[config.mk]
export PLATFORM = sky130hd
export DESIGN_NAME = hxas_core
export DESIGN_NICKNAME = d
export VERILOG_FILES = /design/src/shared/hxas_pkg.sv /design/src/shared/hxas_lane_if.sv /design/src/rtl/hxas_lanes.sv /design/src/rtl/hxas_core.sv
export VERILOG_INCLUDE_DIRS = /design/src /design/src/shared
export SDC_FILE = /design/constraint.sdc
export NUM_CORES = 1
export LEC_CHECK = 0
export BUFFER_PORTS_ARGS = -buffer_cell sky130_fd_sc_hd__buf_4
export CAP_MARGIN = 20
export CORE_MARGIN = 2
export CORE_UTILIZATION = 25
export CTS_CLUSTER_SIZE = 40
export DETAILED_ROUTE_END_ITERATION = 7
export PLACE_DENSITY = 0.48
export SYNTH_ARGS = -nofsm -noshare
export SYNTH_HDL_FRONTEND = slang
export SYNTH_HIERARCHICAL = 1
export SYNTH_SLANG_ARGS = --single-unit
[constraint.sdc]
create_clock -name SYS_CLK_IN -period 0.9 [get_ports SYS_CLK_IN]
set_input_delay 0.045 -clock SYS_CLK_IN [delete_from_list [all_inputs] [get_ports SYS_CLK_IN]]
set_output_delay 0.045 -clock SYS_CLK_IN [all_outputs]
set_load 0.1 [all_outputs]
[src/shared/hxas_params.svh]
// Purpose: Constants for the halfword exchange add/subtract slice
// Assumes: 32-bit register file with sixteen registers
// Notes:   Field positions, special register indices and reset values
`ifndef HXAS_PARAMS_SVH
`define HXAS_PARAMS_SVH

`define HXAS_WORD_W        32
`define HXAS_HALF_W        16
`define HXAS_HI_MSB        31
`define HXAS_HI_LSB        16
`define HXAS_LO_MSB        15
`define HXAS_LO_LSB        0
`define HXAS_REG_IDX_W     4
`define HXAS_FLAG_W        4
`define HXAS_FLAG_N_POS    3
`define HXAS_FLAG_Z_POS    2
`define HXAS_FLAG_C_POS    1
`define HXAS_FLAG_V_POS    0
`define HXAS_SP_IDX        4'hD
`define HXAS_PC_IDX        4'hF
`define HXAS_RESULT_RST    32'h00000000
`define HXAS_REG_RST       4'h0
`define HXAS_FLAG_RST      4'h0
`define HXAS_LATENCY_CYC   1

`endif

[src/shared/hxas_pkg.sv]
// Purpose: Types shared by the exchange slice modules
// Assumes: Nothing beyond the params header
// Notes:   One-hot state codes written out
`default_nettype none

package hxas_pkg;

	// Operation select coming from the decoder
	typedef enum logic
	{
		HXAS_ADD_SUB_EXCHANGE_OP = 1'b0,
		HXAS_SUB_ADD_EXCHANGE_OP = 1'b1
	} hxas_op_t;

	// Condition field encodings
	typedef enum logic [3:0]
	{
		HXAS_CC_EQ = 4'h0,
		HXAS_CC_NE = 4'h1,
		HXAS_CC_CS = 4'h2,
		HXAS_CC_CC = 4'h3,
		HXAS_CC_MI = 4'h4,
		HXAS_CC_PL = 4'h5,
		HXAS_CC_VS = 4'h6,
		HXAS_CC_VC = 4'h7,
		HXAS_CC_HI = 4'h8,
		HXAS_CC_LS = 4'h9,
		HXAS_CC_GE = 4'hA,
		HXAS_CC_LT = 4'hB,
		HXAS_CC_GT = 4'hC,
		HXAS_CC_LE = 4'hD,
		HXAS_CC_AL = 4'hE,
		HXAS_CC_NV = 4'hF
	} hxas_cond_t;

	// Writeback stage state
	typedef enum logic [2:0]
	{
		HXAS_ST_IDLE  = 3'b001,
		HXAS_ST_WRITE = 3'b010,
		HXAS_ST_SKIP  = 3'b100
	} hxas_state_t;

endpackage

`default_nettype wire

[src/shared/hxas_lane_if.sv]
// Purpose: Carries halfword operands and results between core and lanes
// Assumes: Purely combinational lane unit
// Notes:   Core drives operands, lane unit drives results
`default_nettype none
`include "hxas_params.svh"

interface hxas_lane_if;
	logic [`HXAS_HALF_W-1:0] a_hi;
	logic [`HXAS_HALF_W-1:0] a_lo;
	logic [`HXAS_HALF_W-1:0] b_hi;
	logic [`HXAS_HALF_W-1:0] b_lo;
	hxas_pkg::hxas_op_t      op;
	logic [`HXAS_HALF_W-1:0] res_hi;
	logic [`HXAS_HALF_W-1:0] res_lo;

	modport core (output a_hi, output a_lo, output b_hi, output b_lo, output op,
		input res_hi, input res_lo);
	modport lane (input a_hi, input a_lo, input b_hi, input b_lo, input op,
		output res_hi, output res_lo);
endinterface

`default_nettype wire

[src/rtl/hxas_lanes.sv]
// Purpose: Two independent sixteen-bit signed lanes of the exchange ops
// Assumes: Operands already split into halves by the core
// Notes:   Combinational; the core registers the results
`default_nettype none
`include "hxas_params.svh"

module hxas_lanes
(
	hxas_lane_if.lane lanes
);

	// Wrapping sum or difference, only the low sixteen bits survive
	function automatic logic [`HXAS_HALF_W-1:0] hxas_wrap
	(
		input logic [`HXAS_HALF_W-1:0] x,
		input logic [`HXAS_HALF_W-1:0] y,
		input logic                    sub
	);
		logic [`HXAS_HALF_W-1:0] r;
		r = sub ? (x - y) : (x + y);
		return r;
	endfunction

	////////////////////////////////////////////////////////////////////////
	// One lane per halfword; no carry path joins them
	genvar g;
	generate
		for (g = 0; g < 2; g = g + 1)
		begin : gen_lane
			if (g == 1)
			begin : gen_top
				// Both ops add first.hi and second.lo into the top
				assign lanes.res_hi = hxas_wrap(lanes.a_hi, lanes.b_lo, 1'b0);
			end
			else
			begin : gen_bot
				logic sa;
				assign sa = (lanes.op == hxas_pkg::HXAS_SUB_ADD_EXCHANGE_OP);
				// Op picks first.hi minus second.lo or first.lo minus second.hi
				assign lanes.res_lo = hxas_wrap(sa ? lanes.a_lo : lanes.a_hi,
					sa ? lanes.b_hi : lanes.b_lo, 1'b1);
			end
		end
	endgenerate

endmodule

`default_nettype wire

[src/rtl/hxas_core.sv]
// Purpose: Execute stage for the signed halfword exchange add/sub pair
// Assumes: Decoder and register file on the same clock as this stage
// Notes:   One cycle from issue to writeback; back-to-back issue allowed
`default_nettype none
`include "hxas_params.svh"

module hxas_core
(
	input  wire logic                        SYS_CLK_IN,
	input  wire logic                        RESET_N_IN,
	input  wire logic                        CE_IN,
	input  wire logic                        ISSUE_VALID_IN,
	input  wire logic                        OP_SEL_IN,
	input  wire logic [3:0]                  COND_IN,
	input  wire logic [`HXAS_FLAG_W-1:0]     FLAGS_IN,
	input  wire logic [`HXAS_REG_IDX_W-1:0]  DEST_REG_IN,
	input  wire logic [`HXAS_REG_IDX_W-1:0]  FIRST_OPERAND_REG_IN,
	input  wire logic [`HXAS_REG_IDX_W-1:0]  SECOND_OPERAND_REG_IN,
	input  wire logic [`HXAS_WORD_W-1:0]     FIRST_OPERAND_IN,
	input  wire logic [`HXAS_WORD_W-1:0]     SECOND_OPERAND_IN,
	output logic                             WRITE_EN_OUT,
	output logic [`HXAS_REG_IDX_W-1:0]       WRITE_REG_OUT,
	output logic [`HXAS_WORD_W-1:0]          RESULT_OUT,
	output logic [`HXAS_FLAG_W-1:0]          FLAGS_OUT,
	output logic                             DONE_OUT,
	output logic                             COND_FAIL_OUT,
	output logic                             REG_FAULT_OUT
);

	////////////////////////////////////////////////////////////////////////
	// Helper functions

	// Evaluate the condition field against the live flags
	function automatic logic hxas_cond_pass
	(
		input logic [3:0]               cond,
		input logic [`HXAS_FLAG_W-1:0]  flg
	);
		logic n;
		logic z;
		logic c;
		logic v;
		logic p;
		n = flg[`HXAS_FLAG_N_POS];
		z = flg[`HXAS_FLAG_Z_POS];
		c = flg[`HXAS_FLAG_C_POS];
		v = flg[`HXAS_FLAG_V_POS];
		case (hxas_pkg::hxas_cond_t'(cond))
			hxas_pkg::HXAS_CC_EQ: p = z;
			hxas_pkg::HXAS_CC_NE: p = ~z;
			hxas_pkg::HXAS_CC_CS: p = c;
			hxas_pkg::HXAS_CC_CC: p = ~c;
			hxas_pkg::HXAS_CC_MI: p = n;
			hxas_pkg::HXAS_CC_PL: p = ~n;
			hxas_pkg::HXAS_CC_VS: p = v;
			hxas_pkg::HXAS_CC_VC: p = ~v;
			hxas_pkg::HXAS_CC_HI: p = c & ~z;
			hxas_pkg::HXAS_CC_LS: p = ~c | z;
			hxas_pkg::HXAS_CC_GE: p = (n == v);
			hxas_pkg::HXAS_CC_LT: p = (n != v);
			hxas_pkg::HXAS_CC_GT: p = ~z & (n == v);
			hxas_pkg::HXAS_CC_LE: p = z | (n != v);
			default:              p = 1'b1; // Always, and the unused code
		endcase
		return p;
	endfunction

	// Stack pointer or program counter index, used for all three fields
	function automatic logic hxas_is_special
	(
		input logic [`HXAS_REG_IDX_W-1:0] idx
	);
		return (idx == `HXAS_SP_IDX) || (idx == `HXAS_PC_IDX);
	endfunction

	////////////////////////////////////////////////////////////////////////
	// Declarations

	hxas_lane_if           lane_bus ();
	hxas_pkg::hxas_state_t state_q;
	hxas_pkg::hxas_state_t state_d;
	logic                  cond_ok;
	logic                  reg_bad;
	logic                  do_write;

	////////////////////////////////////////////////////////////////////////
	// Operand split and lane unit

	// Halves go to the lanes as raw bit patterns; sign lives in wrap-around
	assign lane_bus.a_hi = FIRST_OPERAND_IN[`HXAS_HI_MSB:`HXAS_HI_LSB];
	assign lane_bus.a_lo = FIRST_OPERAND_IN[`HXAS_LO_MSB:`HXAS_LO_LSB];
	assign lane_bus.b_hi = SECOND_OPERAND_IN[`HXAS_HI_MSB:`HXAS_HI_LSB];
	assign lane_bus.b_lo = SECOND_OPERAND_IN[`HXAS_LO_MSB:`HXAS_LO_LSB];
	assign lane_bus.op   = hxas_pkg::hxas_op_t'(OP_SEL_IN);

	hxas_lanes u_lanes
	(
		.lanes (lane_bus.lane)
	);

	////////////////////////////////////////////////////////////////////////
	// Issue qualification

	// Condition is judged on the flags as they stand at issue
	assign cond_ok = hxas_cond_pass(COND_IN, FLAGS_IN);

	// Misuse of special registers is the issuer's fault; we refuse the write
	assign reg_bad = hxas_is_special(DEST_REG_IN)
		|| hxas_is_special(FIRST_OPERAND_REG_IN)
		|| hxas_is_special(SECOND_OPERAND_REG_IN);

	assign do_write = ISSUE_VALID_IN && cond_ok && !reg_bad;

	////////////////////////////////////////////////////////////////////////
	// Writeback state machine

	// Next state follows each issue; idle when nothing comes
	always_comb
	begin
		state_d = hxas_pkg::HXAS_ST_IDLE;
		case (state_q)
			hxas_pkg::HXAS_ST_IDLE,
			hxas_pkg::HXAS_ST_WRITE,
			hxas_pkg::HXAS_ST_SKIP:
			begin
				if (do_write)
				begin
					state_d = hxas_pkg::HXAS_ST_WRITE;
				end
				else if (ISSUE_VALID_IN)
				begin
					state_d = hxas_pkg::HXAS_ST_SKIP;
				end
				else
				begin
					state_d = hxas_pkg::HXAS_ST_IDLE;
				end
			end
			default: state_d = hxas_pkg::HXAS_ST_IDLE; // Recover from bad code
		endcase
	end

	// State register, frozen while the enable is low
	always_ff @(posedge SYS_CLK_IN or negedge RESET_N_IN)
	begin
		if (!RESET_N_IN)
		begin
			state_q <= hxas_pkg::HXAS_ST_IDLE;
		end
		else if (CE_IN)
		begin
			state_q <= state_d;
		end
	end

	////////////////////////////////////////////////////////////////////////
	// Write port

	// Strobe and index update on every issue so a skip clears the strobe
	always_ff @(posedge SYS_CLK_IN or negedge RESET_N_IN)
	begin
		if (!RESET_N_IN)
		begin
			WRITE_EN_OUT  <= 1'b0;
			WRITE_REG_OUT <= `HXAS_REG_RST;
		end
		else if (CE_IN)
		begin
			WRITE_EN_OUT <= do_write;
			if (ISSUE_VALID_IN)
			begin
				WRITE_REG_OUT <= DEST_REG_IN;
			end
		end
	end

	// Result only loads on a real write; a false condition leaves it alone
	always_ff @(posedge SYS_CLK_IN or negedge RESET_N_IN)
	begin
		if (!RESET_N_IN)
		begin
			RESULT_OUT <= `HXAS_RESULT_RST;
		end
		else if (CE_IN && do_write)
		begin
			RESULT_OUT <= {lane_bus.res_hi, lane_bus.res_lo};
		end
	end

	////////////////////////////////////////////////////////////////////////
	// Flags pass through untouched

	// No arithmetic result ever reaches the flags
	always_ff @(posedge SYS_CLK_IN or negedge RESET_N_IN)
	begin
		if (!RESET_N_IN)
		begin
			FLAGS_OUT <= `HXAS_FLAG_RST;
		end
		else if (CE_IN && ISSUE_VALID_IN)
		begin
			FLAGS_OUT <= FLAGS_IN;
		end
	end

	////////////////////////////////////////////////////////////////////////
	// Completion reporting

	// One pulse per issue, with the reason a write was withheld
	always_ff @(posedge SYS_CLK_IN or negedge RESET_N_IN)
	begin
		if (!RESET_N_IN)
		begin
			DONE_OUT      <= 1'b0;
			COND_FAIL_OUT <= 1'b0;
			REG_FAULT_OUT <= 1'b0;
		end
		else if (CE_IN)
		begin
			DONE_OUT      <= ISSUE_VALID_IN;
			COND_FAIL_OUT <= ISSUE_VALID_IN && !cond_ok;
			REG_FAULT_OUT <= ISSUE_VALID_IN && reg_bad;
		end
	end

endmodule

`default_nettype wire

==> results of run 1 <==
[routing by layer]
layer	GRT usage	wire [um]	vias up
li1	-	-	1830
met1	0.213	5620	1747
met2	0.269	6260	82
met3	0.0325	499	7
met4	0.0301	89	0
met5	0	0	-
[final timing paths]
kind,from,cells after the start,end
max,OP_SEL_IN,11,RESULT_OUT[14]
min,CE_IN,3,WRITE_EN_OUT
max reg2reg,WRITE_REG_OUT[3],2,WRITE_REG_OUT[3]
min reg2reg,RESULT_OUT[1],1,RESULT_OUT[1]
max in group asynchronous,RESET_N_IN,3,FLAGS_OUT[0]
min in group asynchronous,RESET_N_IN,3,RESULT_OUT[1]
[synth_stat cells, drive strengths merged (4+ instances only)]
library cell   n  area share
mux2          55        0.17
xnor2         15       0.036
and3           8       0.014
dfrtp         44        0.30
nor3           6      0.0081
a21oi         26       0.039
ha            30        0.10
o21ai         18       0.028
nor2          12       0.012
inv            9      0.0091
nor2b          4      0.0068
nand2         18       0.018
buf           11       0.023
xor2          13       0.031
mux2i         18       0.049
nand3         11       0.015
a21o          11       0.023
[repair_timing]
| action | in CTS | in global routing |
|---|---|---|
| resized for setup | 170 | 40 |
| endpoints found under the setup margin | 79 | 82 |
| buffers inserted | 15 | 6 |
| hold endpoints to repair | 47 | 0 |
| cloned | 5 | 0 |
| pin swaps | 20 | 10 |
| hold buffers | 4 | 0 |
[metrics by stage]
step / setup TNS, ns / instances / hold WS [ns]
global placement: -35.80 / 758 / -0.00952
global route: -30.51 / 795 / 0.0572
detailed placement: -36.46 / 758 / -0.00393
finish: -27.23 / 795 / 0.0452
floorplan: -30.80 / 357 / -0.251
CTS: -28.31 / 790 / 0.0371
[power breakdown]
group / leakage, nW / internal, mW / switching (mW)
logic: 2.83 / 5.79 / 7.85
registers: 0.481 / 2.93 / 0.875
clock network: 0.0804 / 1.32 / 0.881
[cell type report]
class,instances,area share
clock inverters,3,0.00635
flip-flops and latches,44,0.162
inverters,9,0.00464
repair buffers,260,0.378
clock buffers,5,0.0172
well taps,184,0.0316
multi-input cells,290,0.401
[sequential cells by signal, indices dropped and copies added (netlist names)]
register and count:
RESULT_OUT 32, WRITE_EN_OUT 1, COND_FAIL_OUT 1, DONE_OUT 1
WRITE_REG_OUT 4, FLAGS_OUT 4, REG_FAULT_OUT 1
[critical path, cell delays in order]
cell	delay, ns
buf_12	0.10
mux2i_4	0.24
ha_4	0.16
inv_2	0.03
fa_2	0.34
a21o_1	0.17
a311o_1	0.33
a21oi_4	0.21
o21ai_1	0.09
xor2_1	0.16
mux2_4	0.28
[cell families after synthesis]
| group | count (synthesis) |
|---|---|
| flip-flops | 44 |
| buffers and inverters | 23 |
| AND/OR/NAND/NOR | 73 |
| AO/OA/AOI/OAI | 83 |
| adder cells (fa/ha/maj) | 32 |
| XOR/XNOR | 28 |
| multiplexers | 74 |
==> flow_metrics.env, run 1 <==
export IMPL_num_vias=3666
export IMPL_synthSimpleGateAreaFrac=0.0999
export IMPL_cts_htree_levels=2
export IMPL_die_x_um=126
export IMPL_cp_max_fo=5
export IMPL_synth_edf_count=0
export IMPL_root_buffer="clkbuf_16"
export IMPL_leakage_nw=3.39
export IMPL_clkSinkCount=44
export IMPL_wl_um=12500
export IMPL_area_sequential_um2=1180
export IMPL_die_y_um=126
export IMPL_clk_latency_ns=0.30
export IMPL_clockBufferDepth=2
export IMPL_place_area_um2=5910
export IMPL_cap_violations=0
export IMPL_synth_flop_cell="dfrtp_1"
export IMPL_grt_pass1_wl_um=20300
export IMPL_ys_warn_count=6
export IMPL_routabilityCongestion=0.860
export IMPL_grt_pass1_vias=3981
export IMPL_worstMarginPinSlew_ns=0.403
export IMPL_drt_iter0_drc=80
export IMPL_ir_drop_v=0.00247
export IMPL_viasPerCell=4.61
export IMPL_synth_compound_area_frac=0.161
export IMPL_avgRoutedWirePerCell_um=15.7
export IMPL_synth_area_per_cell_um2=10.3
export IMPL_outcome="finished, violations left"
export IMPL_startpoint_type="input pin"
export IMPL_fillerInstances=1289
export IMPL_setup_violations=82
export IMPL_setup_ws_ns=-1.08
export IMPL_synth_fa_ha_area_frac=0.112
export IMPL_syn_nets=478
export IMPL_synth_top_family_by_area="multiplexers"
export IMPL_rsz0062_at_grt="true"
export IMPL_cts_tree="done"
export IMPL_final_layout_size_suffix_gt1_frac=0.691
export IMPL_criticalPathCategory="input pin to flip-flop"
export IMPL_area_growth_pct=97.3
export IMPL_io_pins=133
export IMPL_post_route_period_util=2.20
export IMPL_drt_drc_violations_left=0
export IMPL_grt_overflow_total=0
export IMPL_netlist_area_um2=3690
export IMPL_endpoint_kind="flip-flop"
export IMPL_finalMaxSlewViolations=0
export IMPL_portBuffers=130
export IMPL_numCtsBuffers=5
export IMPL_start_util=0.255
export IMPL_synth_xor_xnor_area_share=0.0664
export IMPL_p_per_area_nw_per_um2=2700
export IMPL_cp_arrival_ns=2.16
export IMPL_reg2reg_slack_ns=-0.07
export IMPL_grt_max_degree=29
export IMPL_final_nets=731
export IMPL_path_clk_slew_ns=0.07
export IMPL_drtPass1Iterations=4
export IMPL_finish_utilization=0.503
export IMPL_critical_path_required_ns=1.08
export IMPL_postLayoutCellArea_um2=7290
export IMPL_dp_hpwl_um=9360
export IMPL_coreArea_um2=14500
export IMPL_insertedDiodeCount=0
export IMPL_fmax_mhz=505
export IMPL_dieArea_um2=15800
export IMPL_ys_seq_elements=44
export IMPL_antenna_left=0
export IMPL_antenna_found_initial=0
export IMPL_post_synth_mux_area_share=0.227
export IMPL_violations="negative setup slack"
export IMPL_min_period_ns=1.98
export IMPL_syn_inst=357
export IMPL_hp_class="input pin to flip-flop"
export IMPL_ys_async_sr_fraction=1.00
export IMPL_p_total_mw=19.7
export IMPL_layout_common_cells="buf_4 (181), buf_12 (48), mux2_4 (35), dfrtp_2 (33)"
export IMPL_final_common_cell="buf_4"
export IMPL_track_usage=0.159
export IMPL_rows=44
export IMPL_slew_headroom=0.729
export IMPL_synth_seq_area_share=0.298
export IMPL_finalHoldViolCount=0
export IMPL_clock_skew_ns=0
export IMPL_post_place_ws_ns=-1.54
export IMPL_synth_cell_type_count=58
export IMPL_multiInputGateArea_um2=2920
Note: power is estimated with default switching activity, not from simulation.
==> run 2, diff against run 1 <==
- PLACE_DENSITY: 0.48 -> 0.5
- TNS_END_PERCENT: default -> 20
- clock period: 0.9 -> 1.8 ns (I/O delays scaled with it)
==> flow_metrics.env, run 2 (same netlist as run 1, synthesis figures left out) <==
export IMPL_outcome="finished, violations left"
export IMPL_violations="negative setup slack"
export IMPL_io_pins=133
export IMPL_p_per_area_nw_per_um2=1380
export IMPL_crit_chain="buf_12, mux2i_4, ha_4, inv_2, fa_2, a21o_1, a311o_1, a21oi_2, a21oi_2, xor2_1, mux2_4"
export IMPL_track_usage=0.148
export IMPL_coreArea_um2=14500
export IMPL_die_x_um=126
export IMPL_num_vias=3432
export IMPL_final_common_cell="buf_4"
export IMPL_root_buffer="clkbuf_16"
export IMPL_p_total_mw=7.99
export IMPL_path_clk_slew_ns=0.07
export IMPL_final_nets=687
export IMPL_leakage_nw=2.79
export IMPL_area_growth_pct=56.3
export IMPL_final_layout_size_suffix_gt1_frac=0.533
export IMPL_clock_skew_ns=0
export IMPL_setup_ws_ns=-0.207
export IMPL_worstMarginPinSlew_ns=0.600
export IMPL_cp_slowest_cell="fa_2"
export IMPL_area_sequential_um2=1100
export IMPL_routabilityCongestion=0.906
export IMPL_ir_drop_v=0.000941
export IMPL_grt_pass1_wl_um=18700
export IMPL_r2r_start="REG_FAULT_OUT"
export IMPL_slew_headroom=0.600
export IMPL_antenna_left=0
export IMPL_cts_tree="done"
export IMPL_critical_path_required_ns=1.99
export IMPL_critPathLaunch="OP_SEL_IN"
export IMPL_dieArea_um2=15800
export IMPL_start_util=0.255
export IMPL_drtPass1Iterations=4
export IMPL_antenna_found_initial=0
export IMPL_regMostFlops="RESULT_OUT"
export IMPL_fillerInstances=1449
export IMPL_endpoint_kind="flip-flop"
export IMPL_cp_max_fo=6
export IMPL_numCtsBuffers=5
export IMPL_post_place_ws_ns=-0.709
export IMPL_portBuffers=130
export IMPL_insertedDiodeCount=0
export IMPL_stdcell_count=751
export IMPL_setup_violations=9
export IMPL_multiInputGateArea_um2=2550
export IMPL_cts_htree_levels=2
export IMPL_reg_top3="RESULT_OUT: 32 flops, FLAGS_OUT: 4 flops, WRITE_REG_OUT: 4 flops"
export IMPL_finish_utilization=0.399
export IMPL_avgRoutedWirePerCell_um=15.1
export IMPL_drt_drc_violations_left=0
export IMPL_min_period_ns=2.01
export IMPL_setup_tns_ns=-1.35
export IMPL_finalMaxSlewViolations=0
export IMPL_post_route_period_util=1.12
export IMPL_reg2reg_to="REG_FAULT_OUT"
export IMPL_rsz0062_at_grt="true"
export IMPL_grt_overflow_total=0
export IMPL_viasPerCell=4.57
export IMPL_finalHoldViolCount=0
export IMPL_clockBufferDepth=2
export IMPL_reg2reg_depth=2
export IMPL_grt_max_degree=45
export IMPL_reg2reg_slack_ns=0.99
export IMPL_cp_arrival_ns=2.20
export IMPL_drt_iter0_drc=127
export IMPL_numPlacedInstances=739
export IMPL_crit_end="RESULT_OUT[12]"
export IMPL_cpMostUsedCell="a21oi_2"
export IMPL_largest_reg_flops=32
export IMPL_die_y_um=126
export IMPL_clkSinkCount=44
export IMPL_clk_latency_ns=0.30
export IMPL_wl_um=11300
export IMPL_dp_hpwl_um=9240
export IMPL_startpoint_type="input pin"
export IMPL_fmax_mhz=498
export IMPL_rows=44
export IMPL_criticalPathCategory="input pin to flip-flop"
export IMPL_grt_pass1_vias=3666
export IMPL_cap_violations=0
export IMPL_hp_class="input pin to flip-flop"
export IMPL_layout_common_cells="buf_4 (210), mux2_2 (48), dfrtp_1 (44), ha_1 (27), a21oi_1 (23)"
export IMPL_slowest_delay_ns=0.33
==> run 2: changes by cell type in the layout (fill, tap and decap cells not counted), moves of 10 or more <==
cell and change:
dfrtp_1 +43, mux2_2 +28, dfrtp_2 -33, mux2_4 -28
buf_4 +29, buf_12 -45, dfrtp_4 -10, buf_6 -20
==> run 2: worst min path at each step <==
stage	from	endpoint	slack (ns)	cells after the start
CTS	DEST_REG_IN[1]	WRITE_REG_OUT[1]	0.008	2
floorplan	RESET_N_IN	COND_FAIL_OUT	-0.21	0
global placement	RESET_N_IN	WRITE_REG_OUT[1]	0.14	1
finish	DEST_REG_IN[1]	WRITE_REG_OUT[1]	0.01	2
detailed placement	RESET_N_IN	WRITE_REG_OUT[1]	0.14	1
global route	DEST_REG_IN[1]	WRITE_REG_OUT[1]	0.006	2
==> run 2: routing by layer <==
layer  GRT usage  up-vias  part of all wire
met5           0        -                 0
met4      0.0431        0             0.013
met3      0.0424        6             0.062
met2       0.236       93              0.45
met1       0.196     1589              0.48
li1            -     1744                 -
==> run 2: area by class of cell <==
cell class	count	share of cell area
multi-input cells	290	0.442
repair buffers	216	0.292
flip-flops and latches	44	0.191
well taps	184	0.0399
clock buffers	5	0.0217
clock inverters	3	0.00823
inverters	9	0.00585
==> run 2: metrics by stage <==
step	hold slack, ns	cell area, um^2
6_report	0.0125	5770
5_1_grt	0.00591	5770
4_1_cts	0.00788	5750
3_5_place_dp	0.142	5490
3_3_place_gp	0.136	5490
2_1_floorplan	-0.206	3780
==> run 2: timing repair <==
item                       4_1_cts  5_1_grt
gates resized for setup         12        6
gates cloned                     1        0
buffers inserted                 1        0
setup endpoints to repair       15       13
hold buffers                     2        0
hold endpoints to repair        45        0
pin swaps                        2        0
==> run 2: power breakdown <==
part / switching (mW) / internal [mW]
clock: 0.442 / 0.661
sequential: 0.207 / 1.37
combinational: 3.79 / 1.53
==> run 2: critical path, delay by kind of cell <==
family	cells	cell delay, ns
fa+ha+maj	2	0.50
compound gates	4	0.78
buf+inv	2	0.14
mux	2	0.52
xor+xnor	1	0.16
